===== config.mk =====
export PLATFORM = sky130hd
export DESIGN_NAME = asc_status_regs
export DESIGN_NICKNAME = d
export VERILOG_FILES = /design/src/shared/asc_pkg.sv /design/src/rtl/asc_integrity.sv /design/src/rtl/asc_sel_decode.sv /design/src/rtl/asc_status_regs.sv
export SDC_FILE = /design/constraint.sdc
export NUM_CORES = 1
export LEC_CHECK = 0
export BUFFER_PORTS_ARGS = -buffer_cell sky130_fd_sc_hd__buf_2
export CORE_ASPECT_RATIO = 0.7
export CORE_UTILIZATION = 30
export CTS_CLUSTER_SIZE = 14
export DETAILED_ROUTE_END_ITERATION = 12
export PLACE_DENSITY_LB_ADDON = 0.15
export SYNTH_ARGS = -nofsm -noshare
export SYNTH_HDL_FRONTEND = slang
export SYNTH_HIERARCHICAL = 1
export SYNTH_SLANG_ARGS = --single-unit

===== constraint.sdc =====
create_clock -name i_clk -period 7.06 [get_ports i_clk]
set_input_delay 1.059 -clock i_clk [delete_from_list [all_inputs] [get_ports i_clk]]
set_output_delay 1.059 -clock i_clk [all_outputs]
set_load 0.01 [all_outputs]

===== src/shared/asc_pkg.sv =====
package asc_pkg;

    // Command byte layout.
    localparam int            CMD_ENABLE_BIT  = 7;
    localparam int            CMD_READ_BIT    = 6;
    localparam int            SEL_W           = 6;

    // Register selects handled here.
    localparam logic [5:0]    SEL_STATUS      = 6'h00;
    localparam logic [5:0]    SEL_DATA        = 6'h04;
    localparam logic [5:0]    SEL_OFFSET_BASE = 6'h30;
    localparam logic [5:0]    SEL_GAIN_BASE   = 6'h38;
    localparam logic [2:0]    SEL_BANK_MSBS   = 3'h6;
    localparam int            SEL_BANK_LSB    = 3;

    // Status register layout and reset value.
    localparam logic [7:0]    STATUS_RESET    = 8'h80;
    localparam int            ST_PENDING_BIT  = 7;
    localparam int            ST_RANGE_BIT    = 6;
    localparam int            ST_WRCHK_BIT    = 5;
    localparam int            ST_CORRUPT_BIT  = 4;
    localparam int            CHAN_W          = 4;

    // Result data.
    localparam int            RESULT_W        = 24;
    localparam logic [23:0]   RESULT_MAX      = 24'hffffff;
    localparam logic [23:0]   RESULT_MIN      = 24'h000000;

    // Serial shift lengths in bits.
    localparam int            TX_W            = 32;
    localparam logic [5:0]    LEN_STATUS      = 6'h08;
    localparam logic [5:0]    LEN_DATA        = 6'h18;
    localparam logic [5:0]    LEN_DATA_STAT   = 6'h20;
    localparam logic [5:0]    LEN_OTHER       = 6'h08;
    localparam logic [2:0]    BIT_LAST        = 3'h7;
    localparam int            WR_BYTES_MAX    = 3;

    typedef enum logic [1:0] {
        ASC_CMD,
        ASC_WRITE,
        ASC_READ
    } asc_phase_t;

endpackage


===== src/rtl/asc_integrity.sv =====
`timescale 1ns/1ps
`default_nettype none
module asc_integrity #(
    parameter int MON_W = 64
) (
    input  wire logic             i_clk,
    input  wire logic             i_rstn,
    input  wire logic             i_enable,
    input  wire logic [MON_W-1:0] i_regs,
    output logic                  o_fault
);
    import asc_pkg::*;

    typedef struct packed {
        logic             armed;
        logic [MON_W-1:0] snap;
        logic             fault;
    } asc_int_state_t;

    asc_int_state_t s_q;
    asc_int_state_t s_d;

    // The reference is taken on the cycle the enable rises; a change is
    // latched until software drops the enable.
    always_comb begin
        s_d = s_q;
        if (!i_enable) begin
            s_d.armed = 1'b0;
            s_d.fault = 1'b0;
        end else if (!s_q.armed) begin
            s_d.armed = 1'b1;
            s_d.snap  = i_regs;
        end else if (i_regs != s_q.snap) begin
            s_d.fault = 1'b1;
        end
    end

    always_ff @(posedge i_clk or negedge i_rstn) begin
        if (!i_rstn) begin
            s_q <= '0;
        end else begin
            s_q <= s_d;
        end
    end

    assign o_fault = s_q.fault;

endmodule
`default_nettype wire


===== src/rtl/asc_sel_decode.sv =====
`timescale 1ns/1ps
`default_nettype none
module asc_sel_decode
    import asc_pkg::*;
(
    input  wire logic [asc_pkg::SEL_W-1:0] i_sel,
    output logic                           o_offset_sel,
    output logic                           o_gain_sel,
    output logic [2:0]                     o_cal_index
);
    import asc_pkg::*;

    logic in_bank;

    // Codes 110000..110111 pick an offset register, 111000..111111 a gain one.
    always_comb begin
        in_bank      = (i_sel[SEL_W-1:SEL_W-3] == SEL_BANK_MSBS) ||
                       (i_sel[SEL_W-1:SEL_BANK_LSB] == SEL_GAIN_BASE[SEL_W-1:SEL_BANK_LSB]);
        o_offset_sel = (i_sel[SEL_W-1:SEL_BANK_LSB] ==
                        SEL_OFFSET_BASE[SEL_W-1:SEL_BANK_LSB]);
        o_gain_sel   = (i_sel[SEL_W-1:SEL_BANK_LSB] ==
                        SEL_GAIN_BASE[SEL_W-1:SEL_BANK_LSB]);
        o_cal_index  = in_bank ? i_sel[SEL_BANK_LSB-1:0] : 3'h0;
    end

endmodule
`default_nettype wire


===== src/rtl/asc_status_regs.sv =====
`timescale 1ns/1ps
`default_nettype none
module asc_status_regs #(
    parameter int MON_W = 64
) (
    input  wire logic                           i_clk,
    input  wire logic                           i_rstn,
    // Serial pins, sampled on i_clk.
    input  wire logic                           i_cs_n,
    input  wire logic                           i_sclk,
    input  wire logic                           i_din,
    output logic                                o_dout,
    output logic                                o_dout_oe,
    // Interface configuration bits.
    input  wire logic                           i_append_status,
    input  wire logic                           i_integrity_en,
    input  wire logic [MON_W-1:0]               i_monitored_regs,
    // Checksum verdict on the write just received.
    input  wire logic                           i_wr_check_fail,
    // Conversion side.
    input  wire logic                           i_result_stb,
    input  wire logic [asc_pkg::RESULT_W-1:0]   i_result,
    input  wire logic                           i_overrange,
    input  wire logic                           i_underrange,
    input  wire logic [asc_pkg::CHAN_W-1:0]     i_result_chan,
    input  wire logic                           i_cal_done,
    // Decoded access towards the other register holders.
    output logic [asc_pkg::SEL_W-1:0]           o_target_register_select,
    output logic                                o_offset_sel,
    output logic                                o_gain_sel,
    output logic [2:0]                          o_cal_index,
    output logic                                o_rd_stb,
    output logic                                o_wr_stb,
    output logic [7:0]                          o_wr_byte,
    output logic [7:0]                          o_status,
    output logic [asc_pkg::RESULT_W-1:0]        o_result
);
    import asc_pkg::*;

    typedef struct packed {
        asc_phase_t            phase;
        logic                  sclk_prev;
        logic [2:0]            bit_cnt;
        logic [6:0]            rx;
        logic [1:0]            wr_cnt;
        logic [TX_W-1:0]       tx;
        logic [5:0]            tx_left;
        logic [SEL_W-1:0]      sel;
        logic                  offset_sel;
        logic                  gain_sel;
        logic [2:0]            cal_index;
        logic                  rd_stb;
        logic                  wr_stb;
        logic [7:0]            wr_byte;
        logic                  pending;
        logic                  range_fault;
        logic                  wr_fault;
        logic [CHAN_W-1:0]     chan;
        logic [RESULT_W-1:0]   result;
        logic                  dout;
        logic                  dout_oe;
        logic [7:0]            status;
    } asc_state_t;

    asc_state_t s_q;
    asc_state_t s_d;

    logic             corrupt;
    logic             dec_offset;
    logic             dec_gain;
    logic [2:0]       dec_index;
    logic [7:0]       byte_in;
    logic [SEL_W-1:0] cmd_sel;
    logic             sclk_rise;
    logic             byte_done;
    logic             cmd_ok;
    logic             cmd_read;
    logic             status_rd;
    logic             data_rd;
    logic [7:0]       status_now;

    asc_integrity #(
        .MON_W (MON_W)
    ) u_integrity (
        .i_clk    (i_clk),
        .i_rstn   (i_rstn),
        .i_enable (i_integrity_en),
        .i_regs   (i_monitored_regs),
        .o_fault  (corrupt)
    );

    asc_sel_decode u_decode (
        .i_sel        (cmd_sel),
        .o_offset_sel (dec_offset),
        .o_gain_sel   (dec_gain),
        .o_cal_index  (dec_index)
    );

    // Byte assembly runs on SCLK rising edges seen in the system clock; SCLK
    // must therefore stay well below half of i_clk.
    always_comb begin
        sclk_rise  = i_sclk && !s_q.sclk_prev && !i_cs_n;
        byte_in    = {s_q.rx, i_din};
        cmd_sel    = byte_in[SEL_W-1:0];
        byte_done  = sclk_rise && (s_q.bit_cnt == BIT_LAST) && (s_q.phase != ASC_READ);
        cmd_ok     = byte_done && (s_q.phase == ASC_CMD) &&
                     !byte_in[CMD_ENABLE_BIT];
        cmd_read   = byte_in[CMD_READ_BIT];
        status_rd  = cmd_ok && cmd_read && (cmd_sel == SEL_STATUS);
        data_rd    = cmd_ok && cmd_read && (cmd_sel == SEL_DATA);
        status_now = {s_q.pending, s_q.range_fault, s_q.wr_fault, corrupt, s_q.chan};
    end

    always_comb begin
        s_d           = s_q;
        s_d.sclk_prev = i_sclk;
        s_d.rd_stb    = 1'b0;
        s_d.wr_stb    = 1'b0;

        // Serial framing.
        if (i_cs_n) begin
            s_d.phase   = ASC_CMD;
            s_d.bit_cnt = 3'h0;
            s_d.wr_cnt  = 2'h0;
            s_d.tx_left = 6'h00;
        end else if (sclk_rise) begin
            if (s_q.phase == ASC_READ) begin
                s_d.tx      = {s_q.tx[TX_W-2:0], 1'b0};
                s_d.tx_left = s_q.tx_left - 6'h01;
                if (s_q.tx_left == 6'h01) begin
                    s_d.phase   = ASC_CMD;
                    s_d.bit_cnt = 3'h0;
                end
            end else begin
                s_d.rx      = byte_in[6:0];
                s_d.bit_cnt = s_q.bit_cnt + 3'h1;
            end
        end

        // Command byte: a set enable bit leaves the link waiting for a command.
        if (cmd_ok) begin
            s_d.sel        = cmd_sel;
            s_d.offset_sel = dec_offset;
            s_d.gain_sel   = dec_gain;
            s_d.cal_index  = dec_index;
            s_d.wr_cnt     = 2'h0;
            if (cmd_read) begin
                s_d.phase  = ASC_READ;
                s_d.rd_stb = 1'b1;
                if (cmd_sel == SEL_STATUS) begin
                    s_d.tx      = {status_now, 24'h000000};
                    s_d.tx_left = LEN_STATUS;
                end else if (cmd_sel == SEL_DATA) begin
                    if (i_append_status) begin
                        s_d.tx      = {s_q.result, status_now};
                        s_d.tx_left = LEN_DATA_STAT;
                    end else begin
                        s_d.tx      = {s_q.result, 8'h00};
                        s_d.tx_left = LEN_DATA;
                    end
                end else begin
                    // Other registers live outside; they shift out as zeros here.
                    s_d.tx      = '0;
                    s_d.tx_left = LEN_OTHER;
                end
            end else begin
                s_d.phase = ASC_WRITE;
            end
        end else if (byte_done && (s_q.phase == ASC_WRITE)) begin
            s_d.wr_stb  = 1'b1;
            s_d.wr_byte = byte_in;
            s_d.wr_cnt  = s_q.wr_cnt + 2'h1;
            // The write ends after the longest register; the next byte is a command.
            if (s_q.wr_cnt == 2'(WR_BYTES_MAX - 1)) begin
                s_d.phase = ASC_CMD;
            end
        end

        // Pending flag: a data read raises it, a new result wins the same cycle.
        if (data_rd) begin
            s_d.pending = 1'b1;
        end
        if (i_result_stb || i_cal_done) begin
            s_d.pending = 1'b0;
        end

        // Result write with clamping and range flag.
        if (i_result_stb) begin
            s_d.range_fault = i_overrange || i_underrange;
            s_d.chan        = i_result_chan;
            if (i_overrange) begin
                s_d.result = RESULT_MAX;
            end else if (i_underrange) begin
                s_d.result = RESULT_MIN;
            end else begin
                s_d.result = i_result;
            end
        end

        // Write-check fault: a status read clears it, a new fault in the
        // same cycle is kept. Read checksums are never flagged here.
        if (status_rd) begin
            s_d.wr_fault = 1'b0;
        end
        if (i_wr_check_fail) begin
            s_d.wr_fault = 1'b1;
        end

        // Pin drive follows the next state so it leaves a flop.
        s_d.dout_oe = !i_cs_n;
        if (s_d.phase == ASC_READ) begin
            s_d.dout = s_d.tx[TX_W-1];
        end else begin
            s_d.dout = s_d.pending;
        end
        s_d.status = {s_d.pending, s_d.range_fault, s_d.wr_fault, corrupt, s_d.chan};
    end

    always_ff @(posedge i_clk or negedge i_rstn) begin
        if (!i_rstn) begin
            s_q           <= '0;
            s_q.phase     <= ASC_CMD;
            s_q.sclk_prev <= 1'b1;
            s_q.pending   <= STATUS_RESET[ST_PENDING_BIT];
            s_q.dout      <= STATUS_RESET[ST_PENDING_BIT];
            s_q.status    <= STATUS_RESET;
        end else begin
            s_q <= s_d;
        end
    end

    assign o_dout                   = s_q.dout;
    assign o_dout_oe                = s_q.dout_oe;
    assign o_target_register_select = s_q.sel;
    assign o_offset_sel             = s_q.offset_sel;
    assign o_gain_sel               = s_q.gain_sel;
    assign o_cal_index              = s_q.cal_index;
    assign o_rd_stb                 = s_q.rd_stb;
    assign o_wr_stb                 = s_q.wr_stb;
    assign o_wr_byte                = s_q.wr_byte;
    assign o_status                 = s_q.status;
    assign o_result                 = s_q.result;

endmodule
`default_nettype wire


==> impl_metrics.json, run 1 <==
{
  "fin_crit_ns": 4.15,
  "final_common_cell": "dfrtp_1",
  "whs_path_depth": 2,
  "final_cell_area_mm2": 0.00952,
  "yosysSeqAreaShare": 0.532,
  "worstPathMaxFanout": 39,
  "path_clk_slew_ns": 0.07,
  "skew_ns": 0.00992,
  "rr_worst_depth": 7,
  "place_ws_ns": 2.43,
  "viasPerCell": 4.45,
  "clock-sinks": 174,
  "grt_usage": 0.139,
  "max_freq_mhz": 241,
  "p_per_area_mw_per_mm2": 249,
  "antenna_found_initial": 0,
  "max_slew_margin": 0.395,
  "hold_buffers": 0,
  "ys_warn_count": 6,
  "htree_levels": 4,
  "slew_violations": 0,
  "drc_errors": 0,
  "root_buffer": "clkbuf_16",
  "synth_seq_cells": 174,
  "netlist_area_mm2": 0.00819,
  "finalSetupViolations": 0,
  "ant_nets": 0,
  "core_mm2": 0.0268,
  "routabilityCongestion": 0.712,
  "die_w_um": 199,
  "die_area_mm2": 0.0280,
  "layout_common_cells": "dfrtp_1, buf_2, mux2_2",
  "drt_iter0_drc": 177,
  "maxCapViolations": 0,
  "synth_edf_count": 0,
  "cts-resized-gates": 0,
  "drive_gt1_frac": 0.348,
  "holdCritStartpoint": "o_wr_byte[7]$_DFFE_PN0P_",
  "grt_max_degree": 111,
  "grt_pass1_vias": 5276,
  "portBuffers": 158,
  "yosysTopAreaCell": "dfrtp_1",
  "ioPinCount": 159,
  "synth_cells": 711,
  "r2r_end": "s_q[74]$_DFF_PN0_",
  "synth_fp_nets": 820,
  "post_cts_buffers": 0,
  "clk_latency_ns": 0.43,
  "nets": 919,
  "path_class": "input port to flop",
  "critPathMaxStageDelay_ns": 0.75,
  "fin_ws_ns": 2.91,
  "firstDrtPassIters": 5,
  "rsz0062_at_grt": "false",
  "hold_violations": 0,
  "power_w": 0.00237,
  "ff2ff_setup_slack_ns": 3.24,
  "holdPathEnd": "o_wr_byte[7]$_DFFE_PN0P_",
  "detailed_place_hpwl_mm": 12.5,
  "wirelength_mm": 18.4,
  "rows": 50,
  "totalNegativeSetupSlack_ns": 0,
  "startpoint_type": "input port",
  "utilization": 0.356,
  "routedWlPerCell_um": 15.5,
  "synth_area_leaders": "dfrtp_1, mux2_2, xor2_1, buf_4, mux2i_1",
  "min_path_type": "flop to flop",
  "r2r-start": "s_q[113]$_DFF_PN0_",
  "synth.avg_cell_area_um2": 11.5,
  "period_share": 0.587,
  "vias": 5280,
  "endpoint_kind": "flop",
  "clk_path_buf_depth": 2,
  "worstPathCellList": "buf_2, or4b_4, or3_4, or2_1, inv_2, and3_1, and2_1, o2bb2ai_1",
  "worst_pin_slew_ns": 0.908,
  "cts-buffers-inserted": 17,
  "diodes": 0,
  "synthToLayoutAreaGrowth_pct": 16.3,
  "cp.required_ns": 7.41,
  "status": "complete, no violations",
  "max-vdd-ir-drop_mv": 0.155,
  "dieHeight_um": 140,
  "p_leak_nw": 4.28,
  "grt-ovfl-total": 0,
  "slowest_stage": "and3_1",
  "async_reset_ff_frac": 1.00,
  "synth.distinct_cells": 47,
  "netlist.area_leader.share": 0.523,
  "cp.arrival_ns": 4.49,
  "start_util": 0.306,
  "synthFlopType": "dfrtp_1",
  "dpl_cell_area_mm2": 0.00894,
  "grt_first_pass_wirelength_mm": 29.8,
  "cts_tree": "built"
}
==> worst max-delay path: cells and delay by family <==
family	cells	cell delay [ns]
simple gates	5	2.56
buf+inv	2	0.70
compound gates	1	0.16
==> where the power goes <==
part           switching (W)  internal [W]  leakage [nW]
Clock               0.000438      0.000498         0.267
Combinational       0.000129      0.000141          1.85
Sequential         0.0000802       0.00108          2.16
Total               0.000647       0.00172          4.28
==> state kept, by name, summed over array words and instances (netlist names) <==
register,flops
u_integrity/s_q,65
s_q,47
o_result,24
o_wr_byte,8
byte_in,7
o_status,7
o_target_register_select,6
o_cal_index,3
o_dout,1
o_dout_oe,1
o_gain_sel,1
o_offset_sel,1
o_rd_stb,1
o_wr_stb,1
u_integrity/o_fault,1
==> cell type report <==
cell class / count / area (µm²)
timing repair buffer: 162 / 830
clock buffer: 17 / 425
fill: 2745 / 17300
sequential: 174 / 4360
inverter: 11 / 41.3
multi-input combinational: 444 / 3260
clock inverter: 15 / 156
tap: 364 / 455
==> cells by family after synthesis <==
group,synth area share
DFF,0.532
and+or+nand+nor,0.0853
muxes,0.158
buffers and inverters,0.0720
AOI/OAI and AO/OA,0.0723
adders and majority gates,0.00764
xor gates and xnor gates,0.0727
==> metal layers <==
| layer | track usage | wire length [µm] | vias to the layer above |
|---|---|---|---|
| met5 | 0 | 0 | - |
| met4 | 0.0374 | 159 | 0 |
| met3 | 0.0371 | 812 | 11 |
| met2 | 0.191 | 7610 | 95 |
| met1 | 0.212 | 9810 | 2571 |
| li1 | - | - | 2603 |
==> how the worst max path moves through the flow <==
stage                     startpoint           endpoint  slack, ns
after floorplan               i_cs_n  s_q[71]$_DFF_PN0_       3.93
after global placement        i_cs_n  s_q[68]$_DFF_PN0_       2.50
after detailed placement      i_cs_n  s_q[68]$_DFF_PN0_       2.43
after CTS                     i_cs_n  s_q[74]$_DFF_PN0_       2.90
after global routing          i_cs_n  s_q[72]$_DFF_PN0_       2.72
final                         i_cs_n  s_q[74]$_DFF_PN0_       2.91
==> cells in the mapped netlist, types with 2 or more instances <==
| library cell | instances |
|---|---|
| dfstp_2 | 3 |
| inv_1 | 9 |
| nor2_1 | 33 |
| and2_1 | 2 |
| a22o_1 | 2 |
| mux2_2 | 82 |
| nand2b_1 | 3 |
| xnor2_1 | 10 |
| or3_1 | 2 |
| dfrtp_1 | 171 |
| or4_1 | 2 |
| and3_1 | 5 |
| nand2_1 | 64 |
| nor3_1 | 5 |
| xor2_1 | 58 |
| a21oi_1 | 52 |
| o2bb2ai_1 | 7 |
| buf_1 | 2 |
| a31oi_1 | 2 |
| mux2i_1 | 37 |
| nor4_1 | 14 |
| buf_4 | 56 |
| clkbuf_1 | 15 |
| nand4_1 | 5 |
| buf_6 | 3 |
| nor2b_1 | 3 |
| nand3_1 | 5 |
| ha_1 | 5 |
| o211ai_1 | 2 |
| o21ai_0 | 24 |
| buf_2 | 6 |
| o22ai_1 | 7 |
==> metrics by stage <==
stage	hold WS [ns]	cells
after floorplan	0.409	711
after global routing	0.495	1187
after global placement	0.459	1155
final	0.468	1187
after detailed placement	0.458	1155
after CTS	0.476	1187
Note: power is estimated with default switching activity, not from simulation.
==> run 2, diff against run 1 <==
clock period = 4.1 ns   (was 7.06 ns; I/O delays follow)
==> impl_metrics.json, run 2 (synthesis gave the netlist of run 1 again) <==
{
  "period_share": 0.714,
  "finalSetupViolations": 0,
  "ant_nets": 0,
  "rows": 50,
  "largest_reg_flops": 65,
  "regMostFlops": "u_integrity/s_q",
  "grt_first_pass_wirelength_mm": 30.0,
  "endpoint_kind": "flop",
  "max-vdd-ir-drop_mv": 0.287,
  "path_buf_inv": 2,
  "cts-buffers-inserted": 17,
  "detailed_place_hpwl_mm": 12.8,
  "path_clk_slew_ns": 0.07,
  "crit_family": "simple AND/OR/NAND/NOR gates",
  "r2r-start": "s_q[113]$_DFF_PN0_",
  "start_util": 0.306,
  "clkPwrFrac": 0.397,
  "place_ws_ns": 0.817,
  "diodes": 0,
  "min_path_type": "input port to asynchronous set/reset pin",
  "max_freq_mhz": 341,
  "root_buffer": "clkbuf_16",
  "antenna_found_initial": 0,
  "die_area_mm2": 0.0280,
  "slew_violations": 0,
  "grt_max_degree": 95,
  "wirelength_mm": 18.5,
  "final_common_cell": "dfrtp_1",
  "cp.arrival_ns": 3.24,
  "cp.required_ns": 4.42,
  "maxCapViolations": 0,
  "skew_ns": 0.00733,
  "max_slew_margin": 0.422,
  "p_leak_nw": 4.31,
  "switchingPower_w": 0.00111,
  "portBuffers": 158,
  "p_per_area_mw_per_mm2": 428,
  "synthToLayoutAreaGrowth_pct": 16.7,
  "routabilityCongestion": 0.716,
  "cts_tree": "built",
  "slowest_stage": "or4b_4",
  "drive_gt1_frac": 0.350,
  "core_mm2": 0.0268,
  "clk_latency_ns": 0.43,
  "vias": 5320,
  "clk_path_buf_depth": 2,
  "worstPathCellList": "or4b_4, or3_4, or2_1, inv_2, buf_4, nand2_1, o21ai_0, nand2b_1",
  "nets": 922,
  "grt-ovfl-total": 0,
  "post_cts_buffers": 0,
  "drt_iter0_drc": 165,
  "cts-resized-gates": 0,
  "fin_ws_ns": 1.17,
  "hold_violations": 0,
  "utilization": 0.357,
  "firstDrtPassIters": 4,
  "p_sw_frac": 0.271,
  "worstPathMaxFanout": 38,
  "drc_errors": 0,
  "p_int_w": 0.00299,
  "layout_common_cells": "dfrtp_1, buf_2, mux2_2",
  "htree_levels": 4,
  "startpoint": "s_q[113]$_DFF_PN0_",
  "clock-sinks": 174,
  "path_class": "flop to flop",
  "fin_crit_ns": 2.93,
  "worst_pin_slew_ns": 0.866,
  "critPathMaxStageDelay_ns": 0.54,
  "status": "complete, no violations",
  "pwr-share-comb": 0.114,
  "ioPinCount": 159,
  "grt_usage": 0.140,
  "routedWlPerCell_um": 15.6,
  "rsz0062_at_grt": "false",
  "grt_pass1_vias": 5350,
  "startpoint_type": "flop",
  "p_seq_frac": 0.488,
  "totalNegativeSetupSlack_ns": 0,
  "viasPerCell": 4.47,
  "die_w_um": 199,
  "hold_buffers": 0,
  "dieHeight_um": 140
}
run 2: cell type report:
type                            instances  area, µm²
Clock buffer                           19        453
Clock inverter                         13        129
Fill cell                            2781      17200
Inverter                               11       41.3
Multi-Input combinational cell        444       3260
Sequential cell                       174       4360
Tap cell                              364        455
Timing Repair Buffer                  165        865
run 2: power by group through the flow:
stage	clock network, W	registers (W)	logic, W
after floorplan	0	0.00198	0.000347
after global placement	0	0.00203	0.000475
after detailed placement	0	0.00203	0.000476
after CTS	0.00169	0.00200	0.000479
after global routing	0.00175	0.00202	0.000529
final	0.00163	0.00200	0.000469
run 2: stage by stage:
stage	cells	power, W	cell area [µm²]	hold WS [ns]
3_3_place_gp	1158	0.00251	8980	0.459
3_5_place_dp	1158	0.00251	8980	0.461
4_1_cts	1190	0.00417	9560	0.283
5_1_grt	1190	0.00430	9560	0.291
6_report	1190	0.00409	9560	0.233
2_1_floorplan	711	0.00233	8190	0.319
run 2: metal layers:
layer  vias up  GRT usage  share of wire
li1       2612          -              -
met3        11     0.0368          0.039
met4         0     0.0362         0.0099
met1      2607      0.215           0.53
met2        90      0.191           0.42
met5         -          0              0
run 2: worst paths after layout:
path | endpoint | slack, ns | depth (start not counted)
max in group asynchronous | o_result[2]$_DFFE_PN0P_ | 2.87 | 2
min in group i_clk | s_q[112]$_DFF_PN1_ | 0.31 | 1
setup reg to reg | o_status[5]$_DFF_PN0_ | 1.17 | 8
setup / recovery | o_status[5]$_DFF_PN0_ | 1.17 | 8
hold / removal | u_integrity/s_q[51]$_DFFE_PN0P_ | 0.23 | 1
hold reg to reg | o_wr_byte[7]$_DFFE_PN0P_ | 0.47 | 2
==> run 3, diff against run 2 <==
clock period = 2.7 ns   (was 4.1 ns; I/O delays follow)
==> impl_metrics.json, run 3 (synthesis gave the netlist of run 1 again) <==
{
  "status": "complete, no violations",
  "ioPinCount": 159,
  "skew_ns": 0.0131,
  "final_common_cell": "dfrtp_1",
  "rsz0062_at_grt": "false",
  "period_share": 0.936,
  "use_met2": 0.193,
  "nets": 932,
  "busiest_layer": "met1",
  "cts-resized-gates": 0,
  "layout_common_cells": "dfrtp_1, buf_2, mux2_2",
  "routabilityCongestion": 0.770,
  "htree_levels": 4,
  "wirelength_mm": 18.9,
  "drc_errors": 0,
  "ant_nets": 0,
  "cts_tree": "built",
  "slowest_stage": "or4b_4",
  "detailed_place_hpwl_mm": 13.0,
  "grt_max_degree": 74,
  "start_util": 0.306,
  "core_mm2": 0.0268,
  "worstPathMaxFanout": 10,
  "max_slew_margin": 0.483,
  "cp.required_ns": 3.07,
  "firstDrtPassIters": 4,
  "endpoint_kind": "flop",
  "root_buffer": "clkbuf_16",
  "regMostFlops": "u_integrity/s_q",
  "critPathMaxStageDelay_ns": 0.54,
  "startpoint_type": "flop",
  "use_met3": 0.0376,
  "vias": 5353,
  "p_leak_nw": 4.41,
  "met1_usage": 0.216,
  "cp.arrival_ns": 2.90,
  "diodes": 0,
  "grt-ovfl-total": 0,
  "max_freq_mhz": 396,
  "fin_crit_ns": 2.53,
  "synthToLayoutAreaGrowth_pct": 19.2,
  "fin_ws_ns": 0.172,
  "slew_violations": 0,
  "nFillCells": 2690,
  "clock-sinks": 174,
  "grt_pass1_vias": 5343,
  "drt_iter0_drc": 193,
  "portBuffers": 158,
  "place_ws_ns": 0.0297,
  "die_area_mm2": 0.0280,
  "dieHeight_um": 140,
  "routedWlPerCell_um": 15.7,
  "maxCapViolations": 0,
  "drive_gt1_frac": 0.355,
  "clk_latency_ns": 0.44,
  "antenna_found_initial": 0,
  "clk_path_buf_depth": 2,
  "die_w_um": 199,
  "rows": 50,
  "p_per_area_mw_per_mm2": 672,
  "path_class": "flop to flop",
  "worstPathCellList": "or4b_4, or3_4, or2_1, inv_2, and3_1, and2_1, a32o_1",
  "finalSetupViolations": 0,
  "grt_usage": 0.142,
  "worst_pin_slew_ns": 0.775,
  "min_path_type": "input port to flop",
  "totalNegativeSetupSlack_ns": 0,
  "path_clk_slew_ns": 0.07,
  "grt_first_pass_wirelength_mm": 30.4,
  "hold_violations": 0,
  "max-vdd-ir-drop_mv": 0.406,
  "viasPerCell": 4.46,
  "largest_reg_flops": 65,
  "cts-buffers-inserted": 17
}
[run 3: changes by cell type in the layout (fill, tap and decap cells not counted), sizes merged]
cell / change
buf: +9
bufinv: +4
clkbuf: -1
clkinv: -1
clkinvlp: -3
dlygate4sd3: +1
inv: +1
[run 3: routing by layer]
layer  share of wire  up-vias  routed length [µm]
met3           0.048       15                 897
met5               0        -                   0
met1            0.53     2579                9960
met2            0.41      113                7780
li1                -     2646                   -
met4           0.011        0                 214
[run 3: critical path, delay by kind of cell (launching register included)]
kind	cells	cell delay, ns
flip-flops	1	0.42
AND/OR/NAND/NOR	5	1.74
buffers and inverters	1	0.13
AO/OA/AOI/OAI	1	0.18
[run 3: stage by stage]
step	cell area, µm²	utilization	hold WS, ns	power [W]	cells
floorplan	8190	-	0.109	0.00353	711
global placement	9090	0.340	0.402	0.00382	1167
detailed placement	9090	0.340	0.405	0.00382	1167
CTS	9760	0.365	0.0732	0.00668	1200
global route	9760	0.365	0.0731	0.00691	1200
finish	9760	0.365	0.104	0.00656	1200
[run 3: final cells by class]
| type | instances | area, µm² | share of cell area |
|---|---|---|---|
| tap | 364 | 455 | 0.0466 |
| clock buffer | 18 | 429 | 0.0440 |
| timing repair buffer | 175 | 992 | 0.102 |
| inverter | 11 | 41.3 | 0.00423 |
| multi-input combinational | 444 | 3260 | 0.334 |
| clock inverter | 14 | 231 | 0.0237 |
| sequential | 174 | 4360 | 0.446 |
[run 3: path summary, 6_finish.rpt]
path / startpoint / to / slack, ns / cells past startpoint
worst min register to register: o_wr_byte[7]$_DFFE_PN0P_ / o_wr_byte[7]$_DFFE_PN0P_ / 0.47 / 2
worst max-delay path: s_q[113]$_DFF_PN0_ / s_q[68]$_DFF_PN0_ / 0.17 / 7
max in group asynchronous: i_rstn / s_q[112]$_DFF_PN1_ / 1.41 / 3
worst max register to register: s_q[113]$_DFF_PN0_ / s_q[68]$_DFF_PN0_ / 0.17 / 7
min in group asynchronous: i_rstn / u_integrity/s_q[35]$_DFFE_PN0P_ / 0.49 / 2
worst min-delay path: i_sclk / s_q[112]$_DFF_PN1_ / 0.10 / 1
[run 3: power breakdown]
| group | leakage [nW] | internal [W] | switching, W |
|---|---|---|---|
| Sequential | 2.16 | 0.00283 | 0.000198 |
| Combinational | 1.93 | 0.000381 | 0.000353 |
| Clock | 0.321 | 0.00167 | 0.00113 |
[run 3: timing repair]
item | CTS | global route
hold endpoints to repair | 51 | 0
hold buffers | 1 | 0
endpoints found under the setup margin | 0 | 0
buffers inserted | 0 | 0
